<file path="src/inc/stack_call_pkg.sv">
// constants, operation codes and carrier structs of the stack and call unit
// assumes a byte-wide stack memory answering one access per acknowledge
// ****************************************************************
// Notes on behaviour
// ****************************************************************
package stack_call_pkg;

	// ****************************************************************
	// widths and reset values
	// ****************************************************************
	localparam logic [23:0] SP_RST      = 24'h000000;
	localparam logic [23:0] UUP_RST     = 24'h000000;
	localparam logic [23:0] WIDE_RST    = 24'h000000;
	localparam logic [19:0] PC_RST      = 20'h00000;
	localparam logic [15:0] PSW_RST     = 16'h0000;
	localparam int          IE_BIT      = 5;

	// ****************************************************************
	// stack steps and fixed addresses
	// ****************************************************************
	localparam logic [23:0] STEP_ONE    = 24'h000001;
	localparam logic [23:0] STEP_WORD   = 24'h000002;
	localparam logic [23:0] STEP_WIDE   = 24'h000003;
	localparam logic [23:0] STEP_TRAP   = 24'h000004;
	localparam logic [2:0]  NB_BYTE     = 3'h1;
	localparam logic [2:0]  NB_WORD     = 3'h2;
	localparam logic [2:0]  NB_WIDE     = 3'h3;
	localparam logic [2:0]  NB_TRAP     = 3'h4;
	localparam logic [2:0]  FIXED_PAGE_CALL_LEN   = 3'h2;
	localparam logic [2:0]  TABLE_CALL_LEN   = 3'h1;
	localparam logic [2:0]  TRAP_LEN    = 3'h1;
	localparam logic [4:0]  PAGE_HI     = 5'h01;
	localparam logic [9:0]  TABLE_HI    = 10'h001;
	localparam logic [23:0] TRAP_VECTOR = 24'h00003E;
	localparam logic [3:0]  PSW_SLOT    = 4'h5;
	localparam logic [3:0]  LIST_END    = 4'h8;

	// ****************************************************************
	// operations and carriers
	// ****************************************************************
	typedef enum logic [4:0] {
		OP_POP_PSW, OP_POP_SFRP, OP_POP_SFR, OP_POP_WIDE, OP_POP_LIST,
		OP_USER_RESTORE, OP_SET_UUP,
		OP_MOVE_SP_IMM, OP_MOVE_SP_PAIR, OP_MOVE_PAIR_SP,
		OP_PTR_ADD, OP_PTR_SUB, OP_PTR_INC, OP_PTR_DEC,
		OP_CALL_FAR, OP_CALL_BASE, OP_CALL_PAIR, OP_CALL_PAIR_IND,
		OP_CALL_FIXED_PAGE, OP_CALL_TABLE, OP_TRAP
	} op_e;

	typedef struct packed {
		logic        valid;
		op_e         op;
		logic [23:0] imm;
		logic [7:0]  mask;
		logic [2:0]  pairIdx;
		logic [2:0]  insnLen;
		logic [19:0] insnPc;
	} cmd_s;

	typedef struct packed {
		logic        req;
		logic        we;
		logic [23:0] addr;
		logic [7:0]  wdata;
	} memReq_s;

	typedef struct packed {
		logic        valid;
		logic        isByte;
		logic [7:0]  addr;
		logic [15:0] data;
	} sfrWr_s;

endpackage : stack_call_pkg

</file>
<file path="src/rtl/pair_file.sv">
// eight 16-bit general register pairs, one write port, two read ports
// assumes writer and readers share the core clock; read data registered
`timescale 1ns/1ps
module pair_file (
	// clock
	input  wire logic        mclk,
	// write port
	input  wire logic        wrEn,
	input  wire logic [2:0]  wrIdx,
	input  wire logic [15:0] wrData,
	// read ports
	input  wire logic [2:0]  rdIdxA,
	input  wire logic [2:0]  rdIdxB,
	output logic      [15:0] rdDataA,
	output logic      [15:0] rdDataB
);
	typedef struct packed {
		logic [7:0][15:0] word;
		logic [15:0]      rdA;
		logic [15:0]      rdB;
	} pf_s;

	pf_s cur_ff;
	pf_s nxt_ff;

	// ****************************************************************
	// per-entry write and registered reads
	// ****************************************************************
	for (genvar i = 0; i < 8; i++) begin : g_entry
		always_comb begin
			nxt_ff.word[i] = (wrEn && wrIdx == 3'(i)) ? wrData
			                                          : cur_ff.word[i];
		end
	end

	always_comb begin
		nxt_ff.rdA = cur_ff.word[rdIdxA];
		nxt_ff.rdB = cur_ff.word[rdIdxB];
	end

	always_ff @(posedge mclk) begin
		cur_ff <= nxt_ff;
	end

	assign rdDataA = cur_ff.rdA;
	assign rdDataB = cur_ff.rdB;

endmodule : pair_file

</file>
<file path="src/rtl/stack_call_unit.sv">
// stack restore, pointer arithmetic, calls and software trap execution
// assumes byte memory: request held until memAck, read data valid with ack
`timescale 1ns/1ps
module stack_call_unit
	import stack_call_pkg::*;
(
	// clock and reset
	input  wire logic                  mclk,
	input  wire logic                  srst,
	// command
	input  wire stack_call_pkg::cmd_s  cmd,
	output logic                       cmdReady,
	output logic                       cmdDone,
	// stack memory
	output stack_call_pkg::memReq_s    mem,
	input  wire logic                  memAck,
	input  wire logic [7:0]            memRdata,
	// special function register writes
	output stack_call_pkg::sfrWr_s     sfrWr,
	// architectural state
	output logic      [23:0]           sp,
	output logic      [23:0]           userStackPointer,
	output logic      [23:0]           thirdExtendedPair,
	output logic      [19:0]           pc,
	output logic      [15:0]           statusWord,
	// pair inspection
	input  wire logic [2:0]            pairPeekIdx,
	output logic      [15:0]           pairPeekData
);
	import stack_call_pkg::*;

	typedef enum logic [2:0] {
		S_IDLE, S_FETCH, S_LIST, S_WRITE, S_READ
	} state_e;

	typedef struct packed {
		state_e      st;
		op_e         op;
		logic [23:0] sp;
		logic [23:0] user_stack_pointer;
		logic [23:0] wide;
		logic [19:0] pc;
		logic [15:0] status_word;
		logic [7:0]  mask;
		logic [3:0]  listIdx;
		logic [2:0]  pairIdx;
		logic [2:0]  cnt;
		logic [2:0]  nBytes;
		logic [23:0] base;
		logic [31:0] wbuf;
		logic [23:0] rbuf;
		logic [19:0] target;
		logic [23:0] rdAddr;
		logic        needRead;
		logic        ready;
		logic        done;
		memReq_s     mem;
		sfrWr_s      sfr;
	} unit_s;

	unit_s       cur_ff;
	unit_s       nxt_ff;
	logic        pairWe;
	logic [2:0]  pairWrIdx;
	logic [15:0] pairWrData;
	logic [15:0] pairRd;
	logic [23:0] merged;
	logic [19:0] retAddr;

	pair_file u_pairs (
		.mclk    (mclk),
		.wrEn    (pairWe),
		.wrIdx   (pairWrIdx),
		.wrData  (pairWrData),
		.rdIdxA  (cur_ff.pairIdx),
		.rdIdxB  (pairPeekIdx),
		.rdDataA (pairRd),
		.rdDataB (pairPeekData)
	);

	// ****************************************************************
	// next-state logic
	// ****************************************************************
	always_comb begin
		nxt_ff = cur_ff;
		nxt_ff.done = 1'b0;
		nxt_ff.sfr.valid = 1'b0;
		pairWe = 1'b0;
		pairWrIdx = cur_ff.listIdx[2:0];
		pairWrData = 16'h0000;
		merged = cur_ff.rbuf;
		merged[{cur_ff.cnt[1:0], 3'b000} +: 8] = memRdata;
		retAddr = cmd.insnPc + 20'(cmd.insnLen);
		unique case (cur_ff.st)
			S_IDLE: begin
				if (cmd.valid) begin
					nxt_ff.ready = 1'b0;
					nxt_ff.op = cmd.op;
					nxt_ff.mask = cmd.mask;
					nxt_ff.pairIdx = cmd.pairIdx;
					nxt_ff.listIdx = 4'h0;
					nxt_ff.cnt = 3'h0;
					nxt_ff.rbuf = 24'h000000;
					nxt_ff.needRead = 1'b0;
					nxt_ff.st = S_IDLE;
					case (cmd.op)
						OP_POP_PSW, OP_POP_SFRP, OP_POP_SFR, OP_POP_WIDE: begin
							nxt_ff.st = S_READ;
							nxt_ff.base = cur_ff.sp;
							nxt_ff.mem = '{1'b1, 1'b0, cur_ff.sp, 8'h00};
							nxt_ff.nBytes = (cmd.op == OP_POP_SFR) ? NB_BYTE
							              : (cmd.op == OP_POP_WIDE) ? NB_WIDE
							              : NB_WORD;
						end
						OP_POP_LIST, OP_USER_RESTORE: nxt_ff.st = S_LIST;
						OP_SET_UUP:      nxt_ff.user_stack_pointer = cmd.imm;
						OP_MOVE_SP_IMM:  nxt_ff.sp = cmd.imm;
						OP_MOVE_SP_PAIR: nxt_ff.sp = cur_ff.wide;
						OP_MOVE_PAIR_SP: nxt_ff.wide = cur_ff.sp;
						OP_PTR_ADD:
							nxt_ff.sp = cur_ff.sp + {8'h00, cmd.imm[15:0]};
						OP_PTR_SUB:
							nxt_ff.sp = cur_ff.sp - {8'h00, cmd.imm[15:0]};
						OP_PTR_INC: nxt_ff.sp = cur_ff.sp + STEP_ONE;
						OP_PTR_DEC: nxt_ff.sp = cur_ff.sp - STEP_ONE;
						OP_CALL_PAIR, OP_CALL_PAIR_IND: nxt_ff.st = S_FETCH;
						OP_CALL_FAR, OP_CALL_BASE, OP_CALL_FIXED_PAGE,
						OP_CALL_TABLE: begin
							nxt_ff.st = S_WRITE;
							nxt_ff.nBytes = NB_WIDE;
							nxt_ff.base = cur_ff.sp - STEP_WIDE;
							nxt_ff.sp = cur_ff.sp - STEP_WIDE;
							nxt_ff.target = cmd.imm[19:0];
							if (cmd.op == OP_CALL_BASE)
								nxt_ff.target = {4'h0, cmd.imm[15:0]};
							if (cmd.op == OP_CALL_FIXED_PAGE) begin
								retAddr = cmd.insnPc + 20'(FIXED_PAGE_CALL_LEN);
								nxt_ff.target = {4'h0, PAGE_HI, cmd.imm[10:0]};
							end
							if (cmd.op == OP_CALL_TABLE) begin
								retAddr = cmd.insnPc + 20'(TABLE_CALL_LEN);
								nxt_ff.needRead = 1'b1;
								nxt_ff.rdAddr = {8'h00, TABLE_HI, cmd.imm[4:0],
								                 1'b0};
							end
							nxt_ff.wbuf = {8'h00, 4'h0, retAddr};
							nxt_ff.mem = '{1'b1, 1'b1, cur_ff.sp - STEP_WIDE,
							               retAddr[7:0]};
						end
						OP_TRAP: begin
							retAddr = cmd.insnPc + 20'(TRAP_LEN);
							nxt_ff.st = S_WRITE;
							nxt_ff.nBytes = NB_TRAP;
							nxt_ff.base = cur_ff.sp - STEP_TRAP;
							nxt_ff.sp = cur_ff.sp - STEP_TRAP;
							nxt_ff.wbuf = {cur_ff.status_word, retAddr[15:0]};
							nxt_ff.status_word[IE_BIT] = 1'b0;
							nxt_ff.needRead = 1'b1;
							nxt_ff.rdAddr = TRAP_VECTOR;
							nxt_ff.mem = '{1'b1, 1'b1, cur_ff.sp - STEP_TRAP,
							               retAddr[7:0]};
						end
						default: nxt_ff.st = S_IDLE;
					endcase
					if (nxt_ff.st == S_IDLE) begin
						nxt_ff.ready = 1'b1;
						nxt_ff.done = 1'b1;
					end
				end
			end
			S_FETCH: begin
				nxt_ff.cnt = 3'h1;
				if (cur_ff.cnt != 3'h0) begin
					nxt_ff.cnt = 3'h0;
					nxt_ff.st = S_WRITE;
					nxt_ff.nBytes = NB_WIDE;
					nxt_ff.base = cur_ff.sp - STEP_WIDE;
					nxt_ff.sp = cur_ff.sp - STEP_WIDE;
					nxt_ff.wbuf = {8'h00, 4'h0, retAddr};
					nxt_ff.target = {4'h0, pairRd};
					nxt_ff.needRead = (cur_ff.op == OP_CALL_PAIR_IND);
					nxt_ff.rdAddr = {8'h00, pairRd};
					nxt_ff.mem = '{1'b1, 1'b1, cur_ff.sp - STEP_WIDE,
					               retAddr[7:0]};
				end
			end
			S_LIST: begin
				nxt_ff.listIdx = cur_ff.listIdx + 4'h1;
				if (cur_ff.listIdx == LIST_END) begin
					nxt_ff.st = S_IDLE;
					nxt_ff.ready = 1'b1;
					nxt_ff.done = 1'b1;
				end else if (cur_ff.mask[cur_ff.listIdx[2:0]]) begin
					nxt_ff.listIdx = cur_ff.listIdx;
					nxt_ff.st = S_READ;
					nxt_ff.cnt = 3'h0;
					nxt_ff.nBytes = NB_WORD;
					nxt_ff.base = (cur_ff.op == OP_USER_RESTORE) ? cur_ff.user_stack_pointer
					                                            : cur_ff.sp;
					nxt_ff.mem = '{1'b1, 1'b0, nxt_ff.base, 8'h00};
				end
			end
			S_WRITE: begin
				if (memAck) begin
					nxt_ff.cnt = cur_ff.cnt + 3'h1;
					nxt_ff.mem.addr = cur_ff.base + 24'(nxt_ff.cnt);
					nxt_ff.mem.wdata = cur_ff.wbuf[{nxt_ff.cnt[1:0], 3'b000} +: 8];
					if (nxt_ff.cnt == cur_ff.nBytes) begin
						nxt_ff.cnt = 3'h0;
						nxt_ff.mem.req = 1'b0;
						nxt_ff.mem.we = 1'b0;
						if (cur_ff.needRead) begin
							nxt_ff.st = S_READ;
							nxt_ff.nBytes = NB_WORD;
							nxt_ff.base = cur_ff.rdAddr;
							nxt_ff.rbuf = 24'h000000;
							nxt_ff.mem = '{1'b1, 1'b0, cur_ff.rdAddr, 8'h00};
						end else begin
							nxt_ff.pc = cur_ff.target;
							nxt_ff.st = S_IDLE;
							nxt_ff.ready = 1'b1;
							nxt_ff.done = 1'b1;
						end
					end
				end
			end
			S_READ: begin
				if (memAck) begin
					nxt_ff.rbuf = merged;
					nxt_ff.cnt = cur_ff.cnt + 3'h1;
					nxt_ff.mem.addr = cur_ff.base + 24'(nxt_ff.cnt);
					if (nxt_ff.cnt == cur_ff.nBytes) begin
						nxt_ff.cnt = 3'h0;
						nxt_ff.mem.req = 1'b0;
						nxt_ff.st = S_IDLE;
						nxt_ff.ready = 1'b1;
						nxt_ff.done = 1'b1;
						case (cur_ff.op)
							OP_POP_PSW: nxt_ff.status_word = merged[15:0];
							OP_POP_SFRP, OP_POP_SFR:
								nxt_ff.sfr = '{1'b1, cur_ff.op == OP_POP_SFR,
								               cmd.imm[7:0], merged[15:0]};
							OP_POP_WIDE: nxt_ff.wide = merged;
							OP_POP_LIST, OP_USER_RESTORE: begin
								nxt_ff.st = S_LIST;
								nxt_ff.ready = 1'b0;
								nxt_ff.done = 1'b0;
								nxt_ff.listIdx = cur_ff.listIdx + 4'h1;
								if (cur_ff.op == OP_USER_RESTORE) begin
									nxt_ff.user_stack_pointer = cur_ff.user_stack_pointer + STEP_WORD;
									if (cur_ff.listIdx == PSW_SLOT)
										nxt_ff.status_word = merged[15:0];
									else
										pairWe = 1'b1;
								end else begin
									nxt_ff.sp = cur_ff.sp + STEP_WORD;
									pairWe = 1'b1;
								end
								pairWrData = merged[15:0];
							end
							default: nxt_ff.pc = {4'h0, merged[15:0]};
						endcase
						if (cur_ff.op == OP_POP_PSW || cur_ff.op == OP_POP_SFRP
						    || cur_ff.op == OP_POP_SFR || cur_ff.op == OP_POP_WIDE)
							nxt_ff.sp = cur_ff.sp + 24'(cur_ff.nBytes);
					end
				end
			end
			default: nxt_ff.st = S_IDLE;
		endcase
		if (srst) begin
			nxt_ff = '0;
			nxt_ff.st = S_IDLE;
			nxt_ff.op = OP_POP_PSW;
			nxt_ff.sp = SP_RST;
			nxt_ff.user_stack_pointer = UUP_RST;
			nxt_ff.wide = WIDE_RST;
			nxt_ff.pc = PC_RST;
			nxt_ff.status_word = PSW_RST;
			nxt_ff.ready = 1'b1;
			pairWe = 1'b0;
		end
	end

	always_ff @(posedge mclk) begin
		cur_ff <= nxt_ff;
	end

	// ****************************************************************
	// outputs
	// ****************************************************************
	assign cmdReady          = cur_ff.ready;
	assign cmdDone           = cur_ff.done;
	assign mem               = cur_ff.mem;
	assign sfrWr             = cur_ff.sfr;
	assign sp                = cur_ff.sp;
	assign userStackPointer  = cur_ff.user_stack_pointer;
	assign thirdExtendedPair = cur_ff.wide;
	assign pc                = cur_ff.pc;
	assign statusWord        = cur_ff.status_word;

endmodule : stack_call_unit

</file>
<file path="config.mk">
export PLATFORM = sky130hd
export DESIGN_NAME = stack_call_unit
export DESIGN_NICKNAME = d
export VERILOG_FILES = /design/src/inc/stack_call_pkg.sv /design/src/rtl/pair_file.sv /design/src/rtl/stack_call_unit.sv
export SDC_FILE = /design/constraint.sdc
export NUM_CORES = 1
export LEC_CHECK = 0
export BUFFER_PORTS_ARGS = -buffer_cell sky130_fd_sc_hd__clkbuf_2
export CAP_MARGIN = 20
export CORE_ASPECT_RATIO = 1.75
export CORE_MARGIN = 4
export CORE_UTILIZATION = 37
export CTS_CLUSTER_SIZE = 25
export DETAILED_ROUTE_END_ITERATION = 10
export GPL_TIMING_DRIVEN = 0
export PLACE_DENSITY = 0.51
export RECOVER_POWER = 100
export SLEW_MARGIN = 20
export SYNTH_ARGS = -nofsm -noshare
export SYNTH_HDL_FRONTEND = slang
export SYNTH_SLANG_ARGS = --single-unit
export TNS_END_PERCENT = 30
</file>
<file path="constraint.sdc">
create_clock -name mclk -period 13.8 [get_ports mclk]
set_input_delay 2.76 -clock mclk [delete_from_list [all_inputs] [get_ports mclk]]
set_output_delay 2.76 -clock mclk [all_outputs]
set_load 0.01 [all_outputs]
</file>
==> metrics.txt <==
status=finished with violations; failing checks=capacitance limit, slew limit; final-report max-slew violation count=37; DRC viols=0; First DRT Iteration DRCs=3,506; Synth cell types=89; Nets=3,903; setup repair bufs after CTS=0; floorplan row count=136; hold path startpoint=cur_ff[151]; hold depth=2; Rel. slew slack=-50.9%; leading register cell type out of synthesis=dfxtp_1; synth cell count leaders=nor2_1, dfxtp_1, a21oi_1; CP required=14.32 ns; type of the worst setup path=in -> reg; Met2 Routed Length=79,000 um; post-place instance area=32,000 um^2; Yosys reg bits=476; WP buf/inv=3; RR Startpoint=cur_ff[190]; Max Cap Viol=4; via-per-instance ratio=6.34; top-count cell post-synth=nor2_1; Worst path slowest cell=a21oi_1; R2R setup slack=7.20 ns; wl on met1=55,100 um; routed vias=30,714; Max Clock Skew=0.0588 ns; CP delay by family, top=compound AO/OA/AOI/OAI gates; Sink Count=476; largest net degree at the start of global routing=17; cells resized by post-CTS repair=0; top-area cell type share of the netlist area=23.8%; io pins=264; Max Freq=122 MHz; met3 WL=12,800 um; largest cells by area after synthesis=dfxtp_1, edfxtp_1, nor2_1, mux4_2, a21oi_1; Overflow after GRT=0; Synth Net Count=3,595; VDD IR-drop max=0.129 mV; CTS max path bufs=3; sum of negative setup slack=0 ns; most used cell, CP=o21ai_0; pre-CTS WS=5.44 ns; Yosys top cell by area=dfxtp_1; Root Buffer=clkbuf_16; max incr delay on CP=0.81 ns; period utilization=59.5%; Tot GR Track Use=39.5%; Post-Route WL=169,000 um; syn avg cell area=8.47 um^2; Crit Reg-Reg Endpoint=u_pairs.cur_ff[151]; sequential fraction of the synthesis area=36.9%; initial antenna violation count=11; CP max FO=10; cells on worst reg2reg path=8; routed len/inst=34.9 um; hpwl dp=131,000 um; PortBufs=248; RSZ-0062 raised after global routing=no; core area=78,600 um^2; CP Capture Type=flop; synthesized area=29,300 um^2; initial core utilization=37.3%; fin crit period=8.21 ns; DRT Pass-1 Iters=7; CTS tree=built; worst slew pin tran=2.24 ns; TritonCTS buffer count=48; Reg clk slew, reported paths=0.07 ns; hold_buf cts=0; WHS Endpoint=cur_ff[151]; final worst slack=5.59 ns; H-tree levels=2; count of final setup violators=0; area delta synth->final=14.5%; Vert. Die Dim=380 um; Setup crit start kind=input pin; Hold Vio Cnt, Final=0; Placer Congestion=1.06; static leakage=0.0115 uW; vias in the first global route=30,357; critical path arrival=8.73 ns; layout cells sized above 1=15.6%; min-delay worst type=reg -> reg; CP cell instances=clkbuf_1, clkbuf_1, nand2b_1, a21oi_1, o21ai_0, clkbuf_1, a31oi_1, o21ai_0, ha_1, a21oi_1, o21ai_0, or3_1, o21ai_0, o21ai_0, xnor2_1, a2111oi_0, nor3_1; Max Used Layer=met5; EDFF count, synth=128; design area=33,600 um^2; power per cell area=192 nW/um^2; die footprint=83,900 um^2; worst skew pair latency=0.67 ns; Die Width=221 um; yosys warns=0; first-pass GRT wire length=233,000 um; power after layout=6440 uW; async set-reset flop share out of synthesis=0%; Final ANT Viol Nets=0; Cells after Synth=3,461
## worst reg2reg max path: cells and delay by family, from the launching register on
kind | cells | cell delay (ns)
xor+xnor | 1 | 0.26
simple gates | 4 | 3.70
flops | 1 | 0.57
fa+ha+maj | 1 | 0.65
buf+inv | 2 | 0.98
## layout make-up
class,count,area [um^2]
Sequential cell,476,10800
Clock buffer,68,1420
Multi-Input combinational cell,2490,16000
Antenna cell,3,7.51
Inverter,37,139
Fill cell,8372,45100
Timing Repair Buffer,258,1190
Buffer,458,2450
Tap cell,1035,1290
Clock inverter,21,249
## layer usage
metal / up-vias / global-route usage, %
met4: 10 / 39.0
li1: 13214 / -
met2: 1816 / 63.9
met1: 14898 / 40.1
met3: 776 / 10.0
met5: - / 0.0595
## sequential cells by signal, summed over array words and instances, names as in the netlist, 20 cells and up
register	flops
pc	20
userStackPointer	24
u_pairs.cur_ff	128
sp	24
thirdExtendedPair	24
mem	34
cur_ff	146
sfrWr	26
## through the flow
stage               std cells  hold slack [ns]  util, %
floorplan                3461            0.429        -
global placement         4744            0.438     40.5
detailed placement       4750            0.444     40.7
CTS                      4839            0.452     42.8
global route             4843            0.475     42.7
finish                   4846            0.449     42.7
## worst max-delay path by stage
stage	from	endpoint	slack, ns	cells past startpoint
after floorplan	cmd[35]	sp[21]	7.10	19
after detailed placement	cmd[59]	sp[14]	5.44	17
after CTS	cmd[59]	sp[14]	6.11	17
after global placement	cmd[59]	sp[14]	5.54	17
final	cmd[60]	sp[14]	5.59	17
after global routing	cmd[60]	sp[14]	5.18	17
## cells in the final DEF (no fill, tap or decap), types with 22 or more instances in the layout
cell type,instances
a221oi_1,47
ha_1,52
o211ai_1,33
clkbuf_16,50
o221ai_1,22
nor2_1,465
clkbuf_1,346
nor3_1,164
buf_4,102
edfxtp_1,128
nand3_1,90
a311oi_1,22
nand4_1,31
nand2_1,278
a31oi_1,33
a22oi_1,36
xnor2_1,60
a21oi_1,297
buf_2,24
and3_1,26
dfxtp_1,348
o22ai_1,24
nor4_1,28
xor2_1,47
mux2_2,25
clkbuf_4,83
inv_1,35
a211oi_1,122
nor2b_1,38
clkbuf_2,151
mux4_2,74
o21ai_0,153
## power by group
part / total [uW] / switching, uW / internal (uW) / leakage, uW
Combinational: 3150 / 2210 / 938 / 0.00687
Clock: 1430 / 632 / 795 / 0.000803
Sequential: 1860 / 250 / 1610 / 0.00387
## kinds of logic after synthesis
group                      after synthesis  share of synthesized area, %
and+or+nand+nor                       1228                          19.2
AOI/OAI and AO/OA                      977                          21.8
buffers and inverters                  495                          8.91
DFF                                    476                          36.9
muxes                                  121                          7.44
xor gates and xnor gates               108                          3.27
adders and majority gates               56                          2.49
No activity file was read; power rests on OpenSTA's default activity.
